===== src/logic/scwp_pkg.sv =====
// Package for the serial control word port: widths, field layout, timing figures
package scwp_pkg;
  localparam int unsigned WORD_W      = 16;
  localparam int unsigned CNT_W       = 5;
  localparam int unsigned CTRL_W      = 4;
  localparam int unsigned ADDR_W      = 4;
  localparam int unsigned DATA_W      = 8;
  localparam int unsigned CTRL_MSB    = 15;
  localparam int unsigned CTRL_LSB    = 12;
  localparam int unsigned ADDR_MSB    = 11;
  localparam int unsigned ADDR_LSB    = 8;
  localparam int unsigned DATA_MSB    = 7;
  localparam int unsigned DATA_LSB    = 0;
  localparam int unsigned SYNC_STAGES = 2;
  // Link limits, in their own units
  localparam int unsigned SCLK_MAX_MHZ = 40;
  localparam int unsigned MCLK_MHZ     = 125;
  localparam logic [CNT_W-1:0] BITS_PER_WORD = 5'h10;
  localparam logic [CNT_W-1:0] CNT_ZERO      = 5'h00;
  localparam logic [CNT_W-1:0] CNT_ONE       = 5'h01;
  localparam logic [WORD_W-1:0] WORD_ZERO    = 16'h0000;
  // Levels of {serial clock, frame strobe, data} that the synchronisers reset to
  localparam logic [2:0]        LINK_IDLE    = 3'h6;
  typedef enum logic [1:0] {SCWP_IDLE, SCWP_SHIFT, SCWP_FULL} scwp_state_e;
endpackage


===== src/logic/scwp_sync_if.sv =====
// Interface carrying the synchronised link levels to the frame logic
`timescale 1ns/1ps
`default_nettype none
interface scwp_sync_if;
  logic sclk_s;
  logic frame_n_s;
  logic data_s;
  modport src (output sclk_s, output frame_n_s, output data_s);
  modport dst (input sclk_s, input frame_n_s, input data_s);
endinterface
`default_nettype wire


===== src/logic/scwp_sync.sv =====
// Two-flop synchronisers for the serial link pins
`timescale 1ns/1ps
`default_nettype none
module scwp_sync
  import scwp_pkg::*;
(
  // Clock and reset
  input  wire logic   mclk,
  input  wire logic   arst_n,
  // Raw pins
  input  wire logic   serial_clk,
  input  wire logic   frame_strobe_n,
  input  wire logic   serial_data_in,
  // Synchronised levels
  scwp_sync_if.src    sync
);
  logic [2:0] meta_r;
  logic [2:0] stab_r;
  logic [2:0] meta_nxt;
  logic [2:0] stab_nxt;

  always_comb begin
    meta_nxt = {serial_clk, frame_strobe_n, serial_data_in};
    stab_nxt = meta_r;
  end

  // Frame strobe resets high so no frame is seen out of reset
  always_ff @(posedge mclk or negedge arst_n) begin
    if (!arst_n) begin
      meta_r <= LINK_IDLE;
      stab_r <= LINK_IDLE;
    end else begin
      meta_r <= meta_nxt;
      stab_r <= stab_nxt;
    end
  end

  assign sync.sclk_s    = stab_r[2];
  assign sync.frame_n_s = stab_r[1];
  assign sync.data_s    = stab_r[0];
endmodule
`default_nettype wire


===== src/logic/scwp_port.sv =====
// Serial control word port: frame, shift and commit of 16-bit words
//
// What this block does
// - A serial clock that runs freely or rests high or low between writes is accepted.
// - One low period of the frame strobe carries exactly one 16-bit word.
// - Each data bit is sampled on a falling serial clock edge.
// - Words travel most significant bit first; LSB-first hosts reorder before sending.
// - A word splits into four control bits, four address bits and eight data bits.
`timescale 1ns/1ps
`default_nettype none
module scwp_port (
  // Clock and reset
  input  wire logic                   mclk,
  input  wire logic                   arst_n,
  // Serial link pins
  input  wire logic                   serial_clk,
  input  wire logic                   frame_strobe_n,
  input  wire logic                   serial_data_in,
  // Committed word
  output logic                        word_valid,
  output logic [scwp_pkg::WORD_W-1:0] word_out,
  output logic [scwp_pkg::CTRL_W-1:0] word_ctrl,
  output logic [scwp_pkg::ADDR_W-1:0] word_addr,
  output logic [scwp_pkg::DATA_W-1:0] word_data,
  // Status
  output logic                        frame_active,
  output logic                        frame_error
);
  import scwp_pkg::*;

  // ----------------------------------------------------------------
  // Pin synchronisation
  // ----------------------------------------------------------------
  scwp_sync_if sync ();

  scwp_sync u_sync (
    .mclk           (mclk),
    .arst_n         (arst_n),
    .serial_clk     (serial_clk),
    .frame_strobe_n (frame_strobe_n),
    .serial_data_in (serial_data_in),
    .sync           (sync)
  );

  // ----------------------------------------------------------------
  // Edge detection
  // ----------------------------------------------------------------
  // Edges are found only on the second-stage levels; 125 MHz sampling
  // of a 40 MHz link leaves at least one sample per half period.
  logic sclk_d_r;
  logic sclk_d_nxt;
  logic sclk_fall;

  always_comb begin
    sclk_d_nxt = sync.sclk_s;
  end

  // Reset level equals the synchroniser's, so no edge is made up before the pins are sampled
  always_ff @(posedge mclk or negedge arst_n) begin
    if (!arst_n) begin
      sclk_d_r <= LINK_IDLE[2];
    end else begin
      sclk_d_r <= sclk_d_nxt;
    end
  end

  // Only falling edges count, so a clock idling either level or running freely is harmless
  assign sclk_fall = sclk_d_r & ~sync.sclk_s;

  // ----------------------------------------------------------------
  // Strobe edge detection
  // ----------------------------------------------------------------
  logic frame_d_r;
  logic frame_d_nxt;
  logic frame_rise;

  always_comb begin
    frame_d_nxt = sync.frame_n_s;
  end

  always_ff @(posedge mclk or negedge arst_n) begin
    if (!arst_n) begin
      frame_d_r <= LINK_IDLE[1];
    end else begin
      frame_d_r <= frame_d_nxt;
    end
  end

  // Strobe rise closes the frame and times the short-frame error pulse
  assign frame_rise = ~frame_d_r & sync.frame_n_s;

  // ----------------------------------------------------------------
  // Frame and shift state
  // ----------------------------------------------------------------
  scwp_state_e       state_r;
  scwp_state_e       state_nxt;
  logic [WORD_W-1:0] shift_r;
  logic [WORD_W-1:0] shift_nxt;
  logic [CNT_W-1:0]  cnt_r;
  logic [CNT_W-1:0]  cnt_nxt;
  logic              commit;
  logic              short_frame;

  always_comb begin
    state_nxt   = state_r;
    shift_nxt   = shift_r;
    cnt_nxt     = cnt_r;
    commit      = 1'b0;
    short_frame = 1'b0;
    case (state_r)
      SCWP_IDLE: begin
        cnt_nxt = CNT_ZERO;
        if (!sync.frame_n_s) begin
          state_nxt = SCWP_SHIFT;
        end
      end
      SCWP_SHIFT: begin
        if (sync.frame_n_s) begin
          // Strobe rose early: the partial word is thrown away
          short_frame = (cnt_r != CNT_ZERO);
          state_nxt   = SCWP_IDLE;
        end else if (sclk_fall) begin
          shift_nxt = {shift_r[WORD_W-2:0], sync.data_s};
          cnt_nxt   = cnt_r + CNT_ONE;
          if (cnt_nxt == BITS_PER_WORD) begin
            commit    = 1'b1;
            state_nxt = SCWP_FULL;
          end
        end
      end
      SCWP_FULL: begin
        // Further edges in the same low period are ignored: one word per frame
        if (sync.frame_n_s) begin
          state_nxt = SCWP_IDLE;
        end
      end
      default: begin
        state_nxt = SCWP_IDLE;
      end
    endcase
  end

  always_ff @(posedge mclk or negedge arst_n) begin
    if (!arst_n) begin
      state_r <= SCWP_IDLE;
      shift_r <= WORD_ZERO;
      cnt_r   <= CNT_ZERO;
    end else begin
      state_r <= state_nxt;
      shift_r <= shift_nxt;
      cnt_r   <= cnt_nxt;
    end
  end

  // ----------------------------------------------------------------
  // Output registers
  // ----------------------------------------------------------------
  logic              valid_r;
  logic              valid_nxt;
  logic [WORD_W-1:0] word_r;
  logic [WORD_W-1:0] word_nxt;
  logic              err_r;
  logic              err_nxt;

  always_comb begin
    valid_nxt = commit;
    word_nxt  = commit ? shift_nxt : word_r;
    // Error pulse marks a dropped short frame
    // A strobe pulse with no bits loses nothing and stays silent
    err_nxt   = short_frame & frame_rise;
  end

  always_ff @(posedge mclk or negedge arst_n) begin
    if (!arst_n) begin
      valid_r <= 1'b0;
      word_r  <= WORD_ZERO;
      err_r   <= 1'b0;
    end else begin
      valid_r <= valid_nxt;
      word_r  <= word_nxt;
      err_r   <= err_nxt;
    end
  end

  // ----------------------------------------------------------------
  // Status
  // ----------------------------------------------------------------
  // Taken from the next state so the flag is a flop yet keeps the state's timing
  logic active_r;
  logic active_nxt;

  always_comb begin
    active_nxt = (state_nxt != SCWP_IDLE);
  end

  always_ff @(posedge mclk or negedge arst_n) begin
    if (!arst_n) begin
      active_r <= 1'b0;
    end else begin
      active_r <= active_nxt;
    end
  end

  assign word_valid   = valid_r;
  assign word_out     = word_r;
  assign word_ctrl    = word_r[CTRL_MSB:CTRL_LSB];
  assign word_addr    = word_r[ADDR_MSB:ADDR_LSB];
  assign word_data    = word_r[DATA_MSB:DATA_LSB];
  assign frame_active = active_r;
  assign frame_error  = err_r;
endmodule
`default_nettype wire


===== config.mk =====
export PLATFORM = sky130hd
export DESIGN_NAME = scwp_port
export DESIGN_NICKNAME = d
export VERILOG_FILES = /design/src/logic/scwp_pkg.sv /design/src/logic/scwp_sync_if.sv /design/src/logic/scwp_sync.sv /design/src/logic/scwp_port.sv
export SDC_FILE = /design/constraint.sdc
export NUM_CORES = 1
export LEC_CHECK = 0
export BUFFER_PORTS_ARGS = -buffer_cell sky130_fd_sc_hd__buf_2
export CORE_UTILIZATION = 45
export CTS_CLUSTER_DIAMETER = 50
export DETAILED_ROUTE_END_ITERATION = 7
export PLACE_DENSITY = 0.68
export REMOVE_ABC_BUFFERS = 1
export SYNTH_ARGS = -nofsm -noshare
export SYNTH_HDL_FRONTEND = slang
export SYNTH_SLANG_ARGS = --single-unit

===== constraint.sdc =====
create_clock -name mclk -period 2.2 [get_ports mclk]
set_input_delay 0.11 -clock mclk [delete_from_list [all_inputs] [get_ports mclk]]
set_output_delay 0.11 -clock mclk [all_outputs]
set_load 0.05 [all_outputs]

==> metrics.cfg, run 1 <==
[status]
status = finished clean

[worst_setup_path]
reg2regPathDepth = 5
path_depth = 5
path_class = flip-flop to flip-flop
rrSetupSlack_ns = 0.34
startpoint_type = flip-flop
cp.arrival_ns = 2.04
max_stage_delay_ns = 0.47
cpMaxStageDelayCell = dfrtp_1
critPathBufInv = 1
r2r-end = word_out[4]
critical_path_required_ns = 2.37
cp_max_fo = 14
path_cells = nor4b_4, nand2_4, nor3_4, buf_4, mux2_2
cp-end-kind = flip-flop
r2r_start = state_r[1]
cp_top_family = simple AND/OR/NAND/NOR gates

[synth]
yosys_warnings = 0
synthTopCellsByArea = dfrtp_1, mux2_2, dfstp_2, buf_4, mux2_4
netlist_area_um2 = 2030
synth_top_area_frac = 0.529
synth_top_area_cell = dfrtp_1
synthDistinctLibCells = 29
synth-main-ff-cell = dfrtp_1
yosys_register_bits = 49
ys_seq_area_frac = 0.606
syn_inst = 138
synth-edff-count = 0
async_flop_share = 1.00
avgSynthCellArea_um2 = 14.7

[floorplanning]
pin_count = 40
die_w_um = 69.2
rows = 24
die_y_um = 69.2
core_um2 = 4350
dieArea_um2 = 4790
initial_utilization = 0.467

[job]
maxCapViolCount = 0

[global_route]
grt_max_degree = 40
grt_pass1_vias = 1193
gr-total-overflow = 0
track_usage = 0.149
grt_pass1_wl_mm = 5.62
antenna_found_initial = 0

[timing]
relSlewSlack = 0.444
tns_ns = 0
tightestPinTransition_ns = 0.835
finalCriticalPeriod_ns = 1.86
rsz0062_at_grt = no
fmax_ghz = 0.537
timing.final.crit_share = 0.847
finalHoldViolations = 0
skew_ns = 0.0112
finalSetupViolations = 0
drv_slew = 0

[place]
gp_congestion = 0.791
post-dp-hpwl_mm = 2.22
portBuffers = 39
place_area_um2 = 2180

[detailed_routing]
vias = 1143
drc = 0
drt_first_iter_violations = 65
wire_per_inst_um = 14.1
ant_nets = 0
viasPerCell = 5.06
first_pass_iters = 4
postRouteWirelength_mm = 3.19

[cts]
cts.clk_slew.worst_paths_ns = 0.08
cts_setup_buffers = 0
cts_resized = 0
cts_buffers = 5
cts_root_buf = clkbuf_8
clockBufferDepth = 2
cts_sinks = 49
htreeDepth = 2
insertion_delay_ns = 0.30
cts_tree = done

[pwr]
p_total_uw = 1580
p_int_uw = 1250
switchingPower_uw = 337
power.switching_fraction = 0.213
powerDensity_nw_per_um2 = 685
seqPwrFrac = 0.620
comb_power_share = 0.052
peakVddDrop_mv = 0.419
clockPowerShare = 0.328
leakagePower_uw = 0.00122

[cells_and_area]
antennaDiodeCount = 0
num-fill-cells = 376
nets = 180
area_delta_synth_final_pct = 13.6
utilization = 0.531
drive_gt1_frac = 0.517
final_area_um2 = 2310

[hold_path]
worstHoldStart = u_sync.meta_r[2]
min_to = u_sync.stab_r[2]
holdPathStages = 0
hp-class = flip-flop to flip-flop

## timing repair
| action | in CTS | in global routing |
|---|---|---|
| endpoints found under the hold margin | 35 | 0 |
| endpoints found under the setup margin | 0 | 0 |
| hold buffers | 4 | 0 |
## power by group through the flow
stage               clock [uW]  sequential, uW  combinational, uW
detailed placement           0             999               78.8
floorplan                    0             990               44.0
global route               581             988               93.0
finish                     520             981               81.7
global placement             0             993               75.4
CTS                        541             981               84.1
## registers in the layout, indices dropped and copies added (netlist names)
signal,count
cnt_r,5
frame_active,1
frame_d_r,1
frame_error,1
sclk_d_r,1
shift_r,15
state_r,2
u_sync.meta_r,3
u_sync.stab_r,3
word_out,16
word_valid,1
## worst max-delay path by stage
stage	startpoint	end	slack, ns
final	state_r[1]	word_out[4]	0.34
after CTS	state_r[1]	word_out[4]	0.33
after detailed placement	state_r[1]	word_out[4]	0.36
after floorplan	state_r[1]	word_out[2]	0.08
after global routing	state_r[1]	word_out[4]	0.24
after global placement	state_r[1]	word_out[2]	0.44
## layer usage
| metal | global-route usage | wire, um | up-vias |
|---|---|---|---|
| li1 | - | - | 534 |
| met1 | 0.180 | 1340 | 579 |
| met2 | 0.254 | 1680 | 24 |
| met3 | 0.0305 | 109 | 6 |
| met4 | 0.0748 | 60 | 0 |
| met5 | 0 | 0 | - |
## layout by cell type (no fill, tap or decap)
cell,Yosys,routed
a21oi_1,3,3
a311oi_1,1,1
and4b_1,1,1
buf_2,1,39
buf_4,16,4
clkbuf_1,0,2
clkbuf_8,0,6
dfrtp_1,43,43
dfstp_2,6,6
dlygate4sd3_1,0,4
ha_1,2,2
inv_1,4,4
mux2_2,23,23
mux2_4,8,8
nand2_1,3,3
nand2_4,1,1
nand2b_1,2,2
nand3_1,5,5
nand3b_1,1,1
nor2_1,1,1
nor2b_1,2,2
nor3_4,1,1
nor3b_1,1,1
nor4b_1,2,2
nor4b_4,1,1
o21ai_0,2,2
o22ai_1,2,2
o311ai_0,1,1
or2_2,1,1
xnor2_1,2,2
## per-stage QoR
step / instances / hold slack (ns) / setup slack, ns
after floorplan: 119 / -0.186 / 0.0835
final: 226 / 0.358 / 0.337
after global routing: 226 / 0.366 / 0.237
after detailed placement: 214 / 0.217 / 0.362
after CTS: 226 / 0.359 / 0.334
after global placement: 214 / 0.215 / 0.442
## cell families (layout without fill, tap and decap cells)
family,after synthesis,count (layout),synth area share
fa+ha+maj,2,2,0.0123
compound gates,9,9,0.0271
flops,49,49,0.606
xor+xnor,2,2,0.00861
simple gates,22,22,0.0812
buf+inv,23,59,0.0781
mux,31,31,0.186
## Yosys cell counts (2+ instances only)
cell / number
mux2_2: 23
dfstp_2: 6
inv_1: 4
nor4b_1: 2
o21ai_0: 2
ha_1: 2
xnor2_1: 2
nand3_1: 5
nand2_1: 3
dfrtp_1: 43
buf_4: 16
o22ai_1: 2
nor2b_1: 2
mux2_4: 8
a21oi_1: 3
nand2b_1: 2
## final cells by class
type,count,area [um^2],area share
timing repair buffer,47,265,0.115
inverter,4,15.0,0.00650
clock buffer,8,90.1,0.0390
tap,52,65.1,0.0282
multi-input combinational,66,642,0.278
sequential,49,1230,0.534
Note: power is estimated with default switching activity, not from simulation.
==> inputs of run 2 (changes only) <==
--- a/config.mk
+++ b/config.mk
@@ -5,11 +5,12 @@
 export SDC_FILE = /design/constraint.sdc
 export NUM_CORES = 1
 export LEC_CHECK = 0
+export ABC_AREA = 1
 export BUFFER_PORTS_ARGS = -buffer_cell sky130_fd_sc_hd__buf_2
 export CORE_UTILIZATION = 45
 export CTS_CLUSTER_DIAMETER = 50
 export DETAILED_ROUTE_END_ITERATION = 7
-export PLACE_DENSITY = 0.68
+export PLACE_DENSITY = 0.71
 export REMOVE_ABC_BUFFERS = 1
 export SYNTH_ARGS = -nofsm -noshare
 export SYNTH_HDL_FRONTEND = slang
==> constraint.sdc (replaced) <==
create_clock -name mclk -period 1.54 [get_ports mclk]
set_input_delay 0.077 -clock mclk [delete_from_list [all_inputs] [get_ports mclk]]
set_output_delay 0.077 -clock mclk [all_outputs]
set_load 0.05 [all_outputs]
==> run 2 against run 1 <==
Compared with the run above:
- area after synthesis rose by 2.6%
- utilization up 3.6 points
- global-route usage grew 1.7 points
==> metrics.cfg, run 2 <==
[timing]
skew_ns = 0.00825  ; -0.00296 ns
relSlewSlack = 0.575  ; +0.131
finalCriticalPeriod_ns = 1.47  ; -0.395 ns
fmax_ghz = 0.681  ; +27%
tightestPinTransition_ns = 0.631  ; -0.203 ns
drv_slew = 0  ; unchanged
timing.final.crit_share = 0.953  ; +0.106
finalSetupViolations = 0  ; unchanged
finalHoldViolations = 0  ; unchanged

[worst_setup_path]
reg2regPathDepth = 8  ; +3
startpoint_type = flip-flop
r2r-end = state_r[1]
cp-end-kind = flip-flop
r2r_start = cnt_r[1]
cp_max_fo = 5  ; -9
cp.arrival_ns = 1.71  ; -0.33 ns
critical_path_required_ns = 1.78  ; -0.59 ns
rrSetupSlack_ns = 0.07  ; -0.26 ns
path_class = flip-flop to flip-flop

[synth]
ys_seq_area_frac = 0.591  ; -0.0156
synth_top_area_frac = 0.515  ; -0.0136
synthTopCellsByArea = dfrtp_1, nand2_1, dfstp_2, buf_4, nand3_1
synth_top_area_cell = dfrtp_1
netlist_area_um2 = 2090  ; +2.6%
yosys_register_bits = 49  ; unchanged
post-synth-top-count-cell = nand2_1
avgSynthCellArea_um2 = 9.49  ; -36%
netlist_top_cells_count = nand2_1, dfrtp_1, nand3_1
synth-edff-count = 0  ; unchanged
async_flop_share = 1.00  ; unchanged
synthDistinctLibCells = 23  ; -21%
synth-main-ff-cell = dfrtp_1
syn_inst = 220  ; +59%
yosys_warnings = 0  ; unchanged

[floorplanning]
die_w_um = 70.1  ; +1.3%
pin_count = 40  ; unchanged
core_um2 = 4410  ; +1.4%
rows = 24  ; unchanged
dieArea_um2 = 4920  ; +2.6%
die_y_um = 70.1  ; +1.3%
initial_utilization = 0.473  ; +0.00583

[detailed_routing]
drc = 0  ; unchanged
first_pass_iters = 4  ; unchanged
ant_nets = 0  ; unchanged
drt_first_iter_violations = 110  ; +69%
viasPerCell = 4.86  ; -4.0%
vias = 1510  ; +32%
postRouteWirelength_mm = 3.92  ; +23%
wire_per_inst_um = 12.6  ; -11%

[cells_and_area]
utilization = 0.566  ; +0.0356
largest_reg_flops = 16  ; unchanged
nets = 265  ; +47%
layout_commonest_cell = nand2_1
final_area_um2 = 2500  ; +8.2%
area_delta_synth_final_pct = 19.7
antennaDiodeCount = 0  ; unchanged
num-fill-cells = 378  ; +0.53%
layout_common_cells = nand2_1, dfrtp_1, buf_2, nand3_1, inv_1
drive_gt1_frac = 0.317  ; -0.201

[place]
portBuffers = 39  ; unchanged
place_area_um2 = 2240  ; +2.5%
post-dp-hpwl_mm = 2.46  ; +11%
gp_congestion = 0.835  ; +5.5%

[pwr]
leakagePower_uw = 0.00139  ; +14%
p_total_uw = 2280  ; +44%
peakVddDrop_mv = 0.590  ; +41%
powerDensity_nw_per_um2 = 913  ; +33%

[cts]
cts_sinks = 49  ; unchanged
cts_buffers = 5  ; unchanged
cts_tree = done
cts_root_buf = clkbuf_8
insertion_delay_ns = 0.30  ; about the same
clockBufferDepth = 2  ; unchanged
htreeDepth = 2  ; unchanged
cts.clk_slew.worst_paths_ns = 0.09  ; about the same

[global_route]
track_usage = 0.167  ; +0.0175
grt_pass1_wl_mm = 6.27  ; +12%
gr-total-overflow = 0  ; unchanged
grt_pass1_vias = 1418  ; +19%
grt_max_degree = 27  ; -33%
antenna_found_initial = 0  ; unchanged

[status]
status = finished clean

[job]
maxCapViolCount = 0  ; unchanged

[hold_path]
hp-class = input port to async pin

-- run 2: cell count changes in the layout (fill, tap and decap cells not counted), sizes merged, moves of 3 or more --
| cell | previous run | this run |
|---|---|---|
| o21ai | 2 | 5 |
| mux2 | 31 | 0 |
| nand2 | 4 | 89 |
| buf | 43 | 46 |
| inv | 4 | 16 |
| nor4b | 3 | 0 |
| nand4 | 0 | 7 |
| nor2 | 1 | 7 |
| nand3 | 5 | 21 |
-- run 2: timing repair --
action                                  4_1_cts  5_1_grt
resized for setup                             0       15
hold buffers                                  4        0
endpoints found under the setup margin        0       19
setup buffers                                 0        3
endpoints found under the hold margin        20        0
-- run 2: power breakdown --
group / leakage (uW) / switching, uW / internal (uW) / total (uW)
clock network: 0.0000478 / 423 / 370 / 793
registers: 0.000651 / 34.3 / 1340 / 1370
logic: 0.000692 / 76.5 / 40.6 / 117
total: 0.00139 / 534 / 1750 / 2280
-- run 2: how the worst max path moves through the flow --
| stage | startpoint | end | slack [ns] |
|---|---|---|---|
| floorplan | sclk_d_r | word_out[0] | 0.05 |
| global placement | cnt_r[1] | word_out[10] | 0.07 |
| detailed placement | cnt_r[0] | word_out[13] | 0.02 |
| CTS | cnt_r[1] | word_out[7] | 0.004 |
| global route | cnt_r[1] | state_r[1] | -0.009 |
| finish | cnt_r[1] | state_r[1] | 0.07 |
-- run 2: kinds of logic after synthesis --
group           count (synthesis)  share of synthesized area
flops                          49                      0.591
compound gates                 10                     0.0258
simple gates                  122                      0.264
buf+inv                        37                      0.108
fa+ha+maj                       2                     0.0120
-- run 2: final cells by class --
| cell class | count | area [um^2] | share of cell area |
|---|---|---|---|
| sequential | 49 | 1230 | 0.493 |
| multi-input combinational | 137 | 727 | 0.291 |
| timing repair buffer | 50 | 317 | 0.127 |
| clock buffer | 6 | 82.6 | 0.0330 |
| tap | 52 | 65.1 | 0.0260 |
| inverter | 15 | 58.8 | 0.0235 |
| clock inverter | 2 | 16.3 | 0.00651 |
-- run 2: layer usage --
| layer | part of all wire | global-route usage |
|---|---|---|
| met1 | 0.46 | 0.222 |
| met2 | 0.48 | 0.259 |
| met3 | 0.031 | 0.0447 |
| met4 | 0.022 | 0.0689 |
| met5 | 0 | 0 |
-- run 2: stage by stage --
stage	instances	hold WS (ns)	setup TNS (ns)	setup WS [ns]
after global placement	293	0.0957	0	0.0742
after CTS	305	0.305	0	0.00394
after floorplan	198	-0.219	0	0.0498
final	311	0.300	0	0.0725
after detailed placement	293	0.0978	0	0.0183
after global routing	311	0.347	-0.0107	-0.00904
-- run 2: worst max-delay path, stage by stage, from the launching register on --
cell and delay [ns]:
dfrtp_1 0.45, ha_4 0.18, nand2_2 0.09, nor2_4 0.11, nand2_2 0.07, nand2_4 0.13, nand4_4 0.17, buf_4 0.18
nand2_1 0.05
